--- src/inc/duao_pkg.sv ---
`default_nettype none

package duao_pkg;

  // ==========================================================
  // Channel layout
  localparam int unsigned NUM_CH      = 8;
  localparam int unsigned CH_IDX_W    = 3;
  localparam int unsigned NARROW_LAST = 3;
  localparam int unsigned CASCADE_CH  = 4;
  localparam int unsigned WIDE_FIRST  = 5;
  localparam int unsigned WIDE_LAST   = 7;

  // ==========================================================
  // Page value layout
  localparam int unsigned PAGE_W      = 8;
  localparam int unsigned PAGE_HI_W   = 7;
  localparam int unsigned PAGE_LSB    = 0;
  localparam int unsigned PAGE_HI_LSB = 1;
  localparam int unsigned UPPER_W     = 8;
  localparam int unsigned PAGE_BUS_W  = NUM_CH * PAGE_W;

  // ==========================================================
  // Reset values
  localparam logic [PAGE_HI_W-1:0] PAGE_HI_RST = 7'h00;
  localparam logic [UPPER_W-1:0]   UPPER_RST   = 8'h00;
  localparam logic [CH_IDX_W-1:0]  CH_IDX_RST  = 3'h0;
  localparam logic                 LATCH_OFF   = 1'b1;
  localparam logic                 SEL_RST     = 1'b0;
  localparam logic                 HOLD_RST    = 1'b0;
  localparam logic                 EXTM_RST    = 1'b0;

  // ==========================================================
  // Ownership states of the high address lines
  typedef enum logic [1:0] {
    DUAO_IDLE,
    DUAO_OWN,
    DUAO_YIELD
  } duao_own_t;

endpackage

`default_nettype wire

--- src/hdl/duao_sync3.sv ---
`timescale 1ns/1ns
`default_nettype none

module duao_sync3 #(
  parameter logic RST_VAL = 1'b0
) (
  // Clock and reset
  input  wire logic clk,
  input  wire logic rstn,
  // Asynchronous level in, filtered level out
  input  wire logic async_in,
  output var  logic level_out
);

  logic meta_ff;
  logic mid_ff;
  logic late_ff;
  logic level_ff;
  logic nxt_level;

  // Accept a change only once the second and third stages agree
  assign nxt_level = (mid_ff == late_ff) ? late_ff : level_ff;
  assign level_out = level_ff;

  always_ff @(posedge clk or negedge rstn)
  begin
    if (!rstn)
    begin
      meta_ff   <= RST_VAL;
      mid_ff    <= RST_VAL;
      late_ff   <= RST_VAL;
      level_ff  <= RST_VAL;
    end
    else
    begin
      meta_ff   <= async_in;
      mid_ff    <= meta_ff;
      late_ff   <= mid_ff;
      level_ff  <= nxt_level;
    end
  end

endmodule

`default_nettype wire

--- src/hdl/duao_top.sv ---
`timescale 1ns/1ns
`default_nettype none

module duao_top (
  // Clock and reset
  input  wire logic                            clk,
  input  wire logic                            rstn,
  // Pins from the bus controller
  input  wire logic                            hold_grant_in,
  input  wire logic                            module_select_input,
  input  wire logic                            ext_master_in,
  // DMA core, same clock
  input  wire logic [duao_pkg::NUM_CH-1:0]     channel_grant_n,
  input  wire logic [duao_pkg::PAGE_BUS_W-1:0] page_values,
  input  wire logic                            addr_cycle_start,
  input  wire logic [duao_pkg::UPPER_W-1:0]    addr_upper_byte,
  input  wire logic                            block_mode,
  // CPU decoder, same clock
  input  wire logic                            cpu_module_req,
  // Upper address latch control
  output var  logic                            upper_addr_strobe_narrow,
  output var  logic                            upper_addr_strobe_wide,
  output var  logic                            upper_latch_enable_narrow_n,
  output var  logic                            upper_latch_enable_wide_n,
  // Page address pins
  output var  logic [duao_pkg::PAGE_HI_W-1:0]  page_high_addr_out,
  output var  logic                            page_high_addr_oe,
  output var  logic                            page_lsb_out,
  output var  logic                            page_lsb_oe,
  // Back to the DMA core and CPU decoder
  output var  logic                            s1_skip,
  output var  logic                            cpu_module_sel
);

  // ==========================================================
  // Pin synchronisers
  logic hold_sync;
  logic msel_sync;
  logic extm_sync;

  duao_sync3 #(
    .RST_VAL (duao_pkg::HOLD_RST)
  ) u_sync_hold (
    .clk       (clk),
    .rstn      (rstn),
    .async_in  (hold_grant_in),
    .level_out (hold_sync)
  );

  duao_sync3 #(
    .RST_VAL (duao_pkg::SEL_RST)
  ) u_sync_msel (
    .clk       (clk),
    .rstn      (rstn),
    .async_in  (module_select_input),
    .level_out (msel_sync)
  );

  duao_sync3 #(
    .RST_VAL (duao_pkg::EXTM_RST)
  ) u_sync_extm (
    .clk       (clk),
    .rstn      (rstn),
    .async_in  (ext_master_in),
    .level_out (extm_sync)
  );

  // ==========================================================
  // Channel decode from the active-low grants
  logic [duao_pkg::NUM_CH-1:0]   grant_act;
  logic [duao_pkg::CH_IDX_W-1:0] ch_idx;
  logic                          ch_any;
  logic                          ch_narrow;
  logic                          ch_wide;

  assign grant_act = ~channel_grant_n;

  // Lowest granted channel wins; cascade channel never selects a page
  always_comb
  begin
    ch_idx = duao_pkg::CH_IDX_RST;
    ch_any = 1'b0;
    for (int i = duao_pkg::NUM_CH - 1; i >= 0; i--)
    begin
      if (grant_act[i] && (i != duao_pkg::CASCADE_CH))
      begin
        ch_idx = i[duao_pkg::CH_IDX_W-1:0];
        ch_any = 1'b1;
      end
    end
  end

  assign ch_narrow = ch_any &&
    (ch_idx <= duao_pkg::CH_IDX_W'(duao_pkg::NARROW_LAST));
  assign ch_wide   = ch_any &&
    (ch_idx >= duao_pkg::CH_IDX_W'(duao_pkg::WIDE_FIRST)) &&
    (ch_idx <= duao_pkg::CH_IDX_W'(duao_pkg::WIDE_LAST));

  // ==========================================================
  // Bus ownership
  duao_pkg::duao_own_t own_ff;
  duao_pkg::duao_own_t nxt_own;
  logic                dma_owns;

  // Hold grant only arrives once the CPU has let go of the buses
  always_comb
  begin
    nxt_own = own_ff;
    case (own_ff)
      duao_pkg::DUAO_IDLE:
        if (hold_sync && !extm_sync)
          nxt_own = duao_pkg::DUAO_OWN;
      duao_pkg::DUAO_OWN:
        if (!hold_sync || extm_sync)
          nxt_own = duao_pkg::DUAO_YIELD;
      duao_pkg::DUAO_YIELD:
        nxt_own = duao_pkg::DUAO_IDLE;
      default:
        nxt_own = duao_pkg::DUAO_IDLE;
    endcase
  end

  assign dma_owns = (own_ff == duao_pkg::DUAO_OWN) && hold_sync && !extm_sync;

  always_ff @(posedge clk or negedge rstn)
  begin
    if (!rstn)
      own_ff <= duao_pkg::DUAO_IDLE;
    else
      own_ff <= nxt_own;
  end

  // ==========================================================
  // Page value selection
  logic [duao_pkg::PAGE_W-1:0] page_sel;

  assign page_sel = page_values[ch_idx*duao_pkg::PAGE_W +: duao_pkg::PAGE_W];

  logic [duao_pkg::PAGE_HI_W-1:0] nxt_page_hi;
  logic                           nxt_page_lsb;
  logic                           nxt_hi_oe;
  logic                           nxt_lsb_oe;

  assign nxt_page_hi  = dma_owns && ch_any ?
    page_sel[duao_pkg::PAGE_HI_LSB +: duao_pkg::PAGE_HI_W] :
    duao_pkg::PAGE_HI_RST;
  assign nxt_page_lsb = dma_owns && ch_narrow &&
    page_sel[duao_pkg::PAGE_LSB];
  assign nxt_hi_oe    = dma_owns && ch_any;
  assign nxt_lsb_oe   = dma_owns && ch_narrow;

  always_ff @(posedge clk or negedge rstn)
  begin
    if (!rstn)
    begin
      page_high_addr_out <= duao_pkg::PAGE_HI_RST;
      page_high_addr_oe  <= 1'b0;
      page_lsb_out       <= 1'b0;
      page_lsb_oe        <= 1'b0;
    end
    else
    begin
      page_high_addr_out <= nxt_page_hi;
      page_high_addr_oe  <= nxt_hi_oe;
      page_lsb_out       <= nxt_page_lsb;
      page_lsb_oe        <= nxt_lsb_oe;
    end
  end

  // ==========================================================
  // Upper latch enables
  logic nxt_len_narrow_n;
  logic nxt_len_wide_n;

  assign nxt_len_narrow_n = !(dma_owns && ch_narrow);
  assign nxt_len_wide_n   = !(dma_owns && ch_wide);

  always_ff @(posedge clk or negedge rstn)
  begin
    if (!rstn)
    begin
      upper_latch_enable_narrow_n <= duao_pkg::LATCH_OFF;
      upper_latch_enable_wide_n   <= duao_pkg::LATCH_OFF;
    end
    else
    begin
      upper_latch_enable_narrow_n <= nxt_len_narrow_n;
      upper_latch_enable_wide_n   <= nxt_len_wide_n;
    end
  end

  // ==========================================================
  // Upper address strobes
  logic [duao_pkg::UPPER_W-1:0] last_narrow_ff;
  logic [duao_pkg::UPPER_W-1:0] last_wide_ff;
  logic                         narrow_valid_ff;
  logic                         wide_valid_ff;
  logic                         need_narrow;
  logic                         need_wide;
  logic                         take_narrow;
  logic                         take_wide;
  logic                         nxt_stb_narrow;
  logic                         nxt_stb_wide;
  logic                         nxt_skip;

  // Block mode only re-latches when the byte differs or no byte is remembered
  assign need_narrow = !block_mode || !narrow_valid_ff ||
    (addr_upper_byte != last_narrow_ff);
  assign need_wide   = !block_mode || !wide_valid_ff ||
    (addr_upper_byte != last_wide_ff);

  assign take_narrow = addr_cycle_start && dma_owns && ch_narrow;
  assign take_wide   = addr_cycle_start && dma_owns && ch_wide;

  assign nxt_stb_narrow = take_narrow && need_narrow;
  assign nxt_stb_wide   = take_wide && need_wide;
  assign nxt_skip       = (take_narrow && !need_narrow) ||
                          (take_wide && !need_wide);

  always_ff @(posedge clk or negedge rstn)
  begin
    if (!rstn)
    begin
      upper_addr_strobe_narrow <= 1'b0;
      upper_addr_strobe_wide   <= 1'b0;
      s1_skip                  <= 1'b0;
    end
    else
    begin
      upper_addr_strobe_narrow <= nxt_stb_narrow;
      upper_addr_strobe_wide   <= nxt_stb_wide;
      s1_skip                  <= nxt_skip;
    end
  end

  // Remembered bytes forget once the bus is given back
  always_ff @(posedge clk or negedge rstn)
  begin
    if (!rstn)
    begin
      last_narrow_ff  <= duao_pkg::UPPER_RST;
      narrow_valid_ff <= 1'b0;
    end
    else if (!dma_owns)
      narrow_valid_ff <= 1'b0;
    else if (nxt_stb_narrow)
    begin
      last_narrow_ff  <= addr_upper_byte;
      narrow_valid_ff <= 1'b1;
    end
  end

  always_ff @(posedge clk or negedge rstn)
  begin
    if (!rstn)
    begin
      last_wide_ff  <= duao_pkg::UPPER_RST;
      wide_valid_ff <= 1'b0;
    end
    else if (!dma_owns)
      wide_valid_ff <= 1'b0;
    else if (nxt_stb_wide)
    begin
      last_wide_ff  <= addr_upper_byte;
      wide_valid_ff <= 1'b1;
    end
  end

  // ==========================================================
  // CPU module select gating
  logic nxt_cpu_sel;

  // Low select isolates CPU access only; DMA paths above ignore it
  assign nxt_cpu_sel = cpu_module_req && msel_sync;

  always_ff @(posedge clk or negedge rstn)
  begin
    if (!rstn)
      cpu_module_sel <= 1'b0;
    else
      cpu_module_sel <= nxt_cpu_sel;
  end

endmodule

`default_nettype wire

--- config.mk ---
export PLATFORM = sky130hd
export DESIGN_NAME = duao_top
export DESIGN_NICKNAME = d
export VERILOG_FILES = /design/src/inc/duao_pkg.sv /design/src/hdl/duao_sync3.sv /design/src/hdl/duao_top.sv
export SDC_FILE = /design/constraint.sdc
export NUM_CORES = 1
export LEC_CHECK = 0
export ABC_AREA = 0
export BUFFER_PORTS_ARGS = -buffer_cell sky130_fd_sc_hd__buf_2
export CAP_MARGIN = 0
export CORE_ASPECT_RATIO = 2
export CORE_MARGIN = 5
export CORE_UTILIZATION = 40
export DETAILED_ROUTE_END_ITERATION = 8
export PLACE_DENSITY = 0.76
export SLEW_MARGIN = 20
export SYNTH_ARGS = -nofsm -noshare
export SYNTH_HDL_FRONTEND = slang
export SYNTH_SLANG_ARGS = --single-unit
--- constraint.sdc ---
create_clock -name clk -period 2.41 [get_ports clk]
set_clock_uncertainty 0.2 [all_clocks]
set_input_delay 0.241 -clock clk [delete_from_list [all_inputs] [get_ports clk]]
set_output_delay 0.241 -clock clk [all_outputs]
set_load 0.01 [all_outputs]
After elaboration in Yosys (flattened, before gate mapping)
Cells that the tools add are included.
- output and inout port bits: 16
- input bits: 88
- logic and storage cells: 101
- bits in registers: 48
- bitwise logic cells: 1
- reductions and logical operators: 37
- eq/ne operators: 10
- $lt $le $gt $ge: 3
- muxes and demuxes: 22
- shift-type cells: 1
- operator list (cell ; number):
    64-bit by 7-bit indexed part select with 8-bit output ; 1
    3-bit 2-to-1 mux ; 7
    1-bit logical AND ; 18
    8-bit != test ; 2
    1-bit 2-to-1 mux ; 11
    1-bit logical NOT ; 9
    8-bit inverter ; 1
    7-bit 2-to-1 mux ; 1
    1-bit logical OR ; 6
    2-bit AND reduction ; 3
    2-bit 2-to-1 mux ; 2
    2-bit by 1-bit != test with 1-bit output, second input constant ; 2
    2-bit != test, second input constant ; 2
    2-bit case mux with 2 select lines ; 1
    1-bit == test ; 3
    3-bit >= comparator, second input constant ; 1
    3-bit by 2-bit <= comparator with 1-bit output, second input constant ; 1
    3-bit <= comparator, second input constant ; 1
    2-bit by 1-bit == test with 1-bit output, second input constant ; 1
    2-bit logical NOT ; 1

Logic depth before layout (Yosys ltp)
- word-level depth: 15
- gate-level depth with buffers: 7
- gate-level depth less buffers: 5

Cells and area by module
A second synthesis with hierarchy kept.
- cell total of the unflattened synthesis: 194
- area, all modules: 2321.0 um2
- modules (own cells, without submodules) (module ; seq. area each (um2) ; area an instance (um2) ; instances ; cells an instance):
    duao_top ; 903.4 ; 1986.9 ; 1 ; 179
    duao_sync3 ; 100.1 ; 111.4 ; 3 ; 5

Worst setup path before layout
No wires, ideal clock.
- path type: reg-to-reg
- start: register u_sync_extm.level_ff (netlist: u_sync_extm.level_out)
- end: register last_narrow_ff[0] (netlist name)
- buffers on the path: 1
- slack: 586 ps
- stages on the path, launching flop included: 6
- required time: 2085 ps
- data arrival time: 1499 ps
- setup time: 125 ps
- path through: dfrtp_1 nor4bb_1 buf_2 nand3_2 a21oi_2 mux2_2
- cells in the longest elaborated chain, start to end: 6
- RTL lines (element ; line ; RTL):
    from (decl) ; duao_sync3.sv:18 ; logic level_ff;
    from (signal assigned) ; duao_sync3.sv:39 ; level_ff <= nxt_level;
    1-bit logical NOT ; duao_top.sv:123 ; assign dma_owns = (own_ff == duao_pkg::DUAO_OWN) && hold_sync && !extm_sync;
    1-bit logical AND ; duao_top.sv:123 ;
    1-bit logical AND (2 in series) ; duao_top.sv:212 ; assign take_narrow = addr_cycle_start && dma_owns && ch_narrow;
    1-bit logical AND ; duao_top.sv:215 ; assign nxt_stb_narrow = take_narrow && need_narrow;
    via nxt_stb_narrow ; duao_top.sv:202 ; logic nxt_stb_narrow;
    2-bit AND reduction (no line) ; - ;
    to (signal assigned) ; duao_top.sv:241 ; last_narrow_ff <= duao_pkg::UPPER_RST;
    to (signal assigned) ; duao_top.sv:248 ; last_narrow_ff <= addr_upper_byte;
    to (decl) ; duao_top.sv:194 ; logic [duao_pkg::UPPER_W-1:0] last_narrow_ff;
The timed path passes the listed nets, and every way through them passes these cells.
A chain may end at the register's enable or synchronous reset.

Final worst setup path
- start: register u_sync_extm.level_ff (netlist: u_sync_extm.level_out)
- end: register page_high_addr_out[6] (netlist name)
- cells in the longest elaborated chain, start to end: 4
- RTL lines (element ; line ; RTL):
    1-bit logical NOT ; duao_top.sv:123 ;
    1-bit logical AND ; duao_top.sv:123 ;
    1-bit logical AND ; duao_top.sv:144 ; assign nxt_page_hi = dma_owns && ch_any ?
    7-bit 2-to-1 mux ; duao_top.sv:144 ;
    via nxt_page_hi (one bit) ; duao_top.sv:139 ; logic [duao_pkg::PAGE_HI_W-1:0] nxt_page_hi;
    to (signal assigned) ; duao_top.sv:156 ; page_high_addr_out <= duao_pkg::PAGE_HI_RST;
    to (signal assigned) ; duao_top.sv:163 ; page_high_addr_out <= nxt_page_hi;
    to (decl) ; duao_top.sv:26 ; output var logic [duao_pkg::PAGE_HI_W-1:0] page_high_addr_out,
The timed path passes the listed nets, and every way through them passes these cells.

==> reports/results.txt <==
NumNets Final -> 383
FF+latch count, synth -> 48
P_leak -> 1.56 nW
Pins over their slew limit -> 0
Post-CTS Setup Bufs -> 0
Setup-failing EPs final -> 0
IO buf count -> 91
Routability cong. -> 0.870
Critical path peak fanout -> 14
Detailed Place HPWL -> 4.89 mm
Netlist cell types -> 48
Arrival time worst endpoint -> 1.98 ns
Pwr Total -> 2.00 mW
Drt initial violations -> 87
Achievable Freq -> 505 MHz
Vias in the first global route -> 2,113
Skew-Pair Late Insertion Delay -> 0.29 ns
Outcome -> finished clean
Setup ws final -> 0.428 ns
Nature of the critical path endpoint -> register
Antenna violations before repair -> 0
CTS Root Cell -> clkbuf_16
Worst R2R Path Depth -> 5
Layout cells sized above 1 -> 0.473
Post_cts resized -> 0
# IOs -> 104
CTS Buf Count -> 5
Core area -> 6010 um2
Worst-path clk slew -> 0.06 ns
CP Data Required Time -> 2.41 ns
Post-synth EDFFs -> 0
Via count -> 1,948
Ys async rst share -> 1.00
CP startpoint kind -> register
First-pass GRT wire length -> 10.1 mm
Max-Cap Viols -> 0
DIE AREA -> 7880 um2
Initial DRT Pass Iterations -> 4
Maximum clock insertion buffer count -> 2
Hold path cells -> 3
Htree depth -> 2
Final WL -> 6.33 mm
Syn nets -> 284
P&R area growth vs syn -> 30.0%
Worst vdd rail ir drop -> 523 uV
Worst Max-Slew Pin Slew -> 0.595 ns
Post-DRT Antenna Nets -> 0
Setup WS pre-CTS -> 0.355 ns
CP Class -> reg2reg
Top FF cell, synth -> dfrtp_1
Vias per cell -> 5.43
Yosys warns -> 0
Cell Area, Synth -> 2450 um2
Inserted Diodes -> 0
Period utilization -> 0.822
Clock Sinks -> 48
Die height -> 121 um
Final Util -> 0.530
Hold_buf cts -> 5
Min Hold Slack -> 0.0452 ns
Routed wire per std cell -> 17.6 um
Gr usage total -> 0.167
Initial cell density of the core -> 0.407
Cell row count -> 40
Final hold viol count -> 0
Final worst path period need -> 1.98 ns
CTS tree -> yes
Die W -> 65.3 um
Global route total overflow -> 0
Pwr/cell area -> 629 nW/um2
Seq/Total Area, Yosys -> 0.492
Setup TNS -> 0 ns
Residual DRC -> 0
Syn Inst Count -> 196
Max-slew headroom -> 0.603
Worst hold path type -> in2reg
RSZ-0062 raised after global routing -> false
Largest net degree at the start of global routing -> 49
Mapped Avg Cell Area -> 12.5 um2
## layout by cell type (no fill, tap or decap), drive strengths merged, types with 4 or more instances in the layout
cell type and count:
buf 95, dfrtp 46, mux2 17, xnor2 12
o21ai 11, a21oi 9, nand3 8, mux2i 7
o22ai 7, o221ai 7, a211o 7, a221oi 7
nand2 7, clkbuf 7, dlygate4sd3 5, xor2 4
nand4 4, nor3 4
## per-layer routing
| layer | wire length, um | vias to the layer above | GRT usage |
|---|---|---|---|
| li1 | - | 943 | - |
| met1 | 2190 | 932 | 0.163 |
| met2 | 3620 | 62 | 0.314 |
| met3 | 367 | 11 | 0.0437 |
| met4 | 150 | 0 | 0.0792 |
| met5 | 0 | - | 0 |
## per-stage QoR
| step | cells | instance area [um2] |
|---|---|---|
| 3_5_place_dp | 346 | 2980 |
| 4_1_cts | 359 | 3180 |
| 6_report | 359 | 3180 |
| 3_3_place_gp | 346 | 2980 |
| 5_1_grt | 359 | 3180 |
| 2_1_floorplan | 196 | 2450 |
## logic make-up after synthesis
family                   Yosys count  synth area share
XOR/XNOR                          16            0.0573
buffers and inverters             11            0.0235
adder cells (fa/ha/maj)            3            0.0123
AND/OR/NAND/NOR                   36             0.101
AO/OA/AOI/OAI                     58             0.195
multiplexers                      24             0.119
flip-flops                        48             0.492
## flip-flops by register name (all words and copies together), names as in the netlist, 2 cells and up
signal              cells
page_high_addr_out      7
last_narrow_ff          8
own_ff                  2
last_wide_ff            8
## path summary, 6_finish.rpt
check | from | endpoint | slack [ns]
max | u_sync_extm.level_out | page_high_addr_out[6] | 0.43
min | addr_cycle_start | upper_addr_strobe_narrow | 0.05
max reg2reg | u_sync_extm.level_out | page_high_addr_out[6] | 0.43
min reg2reg | u_sync_msel.meta_ff | u_sync_msel.mid_ff | 0.15
max in group asynchronous | rstn | page_high_addr_oe | 1.23
min in group asynchronous | rstn | u_sync_extm.late_ff | 0.38
## synthesized netlist by cell type, types with 2 or more instances
cell type	n	share of area
nand2_1	6	0.0092
buf_2	4	0.0082
mux2_2	8	0.037
a21oi_1	8	0.016
dfstp_2	2	0.021
o21ai_0	10	0.020
maj3_1	3	0.012
a221oi_2	7	0.043
nor2_8	2	0.016
dfrtp_1	46	0.47
a211o_1	7	0.025
xor2_1	4	0.014
and3_1	2	0.0051
clkbuf_1	2	0.0031
o22ai_1	7	0.018
a21o_1	2	0.0061
mux2i_1	7	0.029
inv_1	3	0.0046
nand3_1	6	0.012
nand4_1	3	0.0077
mux2_4	8	0.049
nand3_2	2	0.0082
xnor2_1	12	0.043
nor2b_1	3	0.0077
nor3_1	3	0.0061
o221ai_1	7	0.025
## critical path: stages, from the launching register on
cell      delay [ns]
dfrtp_1         0.43
nor4bb_4        0.39
buf_4           0.28
o221ai_1        0.15
a211o_1         0.26
a221oi_2        0.17
## report_power, final
group | leakage (nW) | switching, mW | internal [mW] | total [mW]
registers | 0.620 | 0.0500 | 0.891 | 0.941
logic | 0.866 | 0.162 | 0.189 | 0.351
clock network | 0.0741 | 0.295 | 0.415 | 0.710
## final cells by class
| class | instances | area (um2) |
|---|---|---|
| Fill cell | 531 | 2820 |
| Sequential cell | 48 | 1200 |
| Multi-Input combinational cell | 137 | 1200 |
| Timing Repair Buffer | 100 | 536 |
| Clock buffer | 7 | 143 |
| Tap cell | 63 | 78.8 |
| Inverter | 3 | 11.3 |
| Clock inverter | 1 | 8.76 |
No activity file was read; power rests on OpenSTA's default activity.
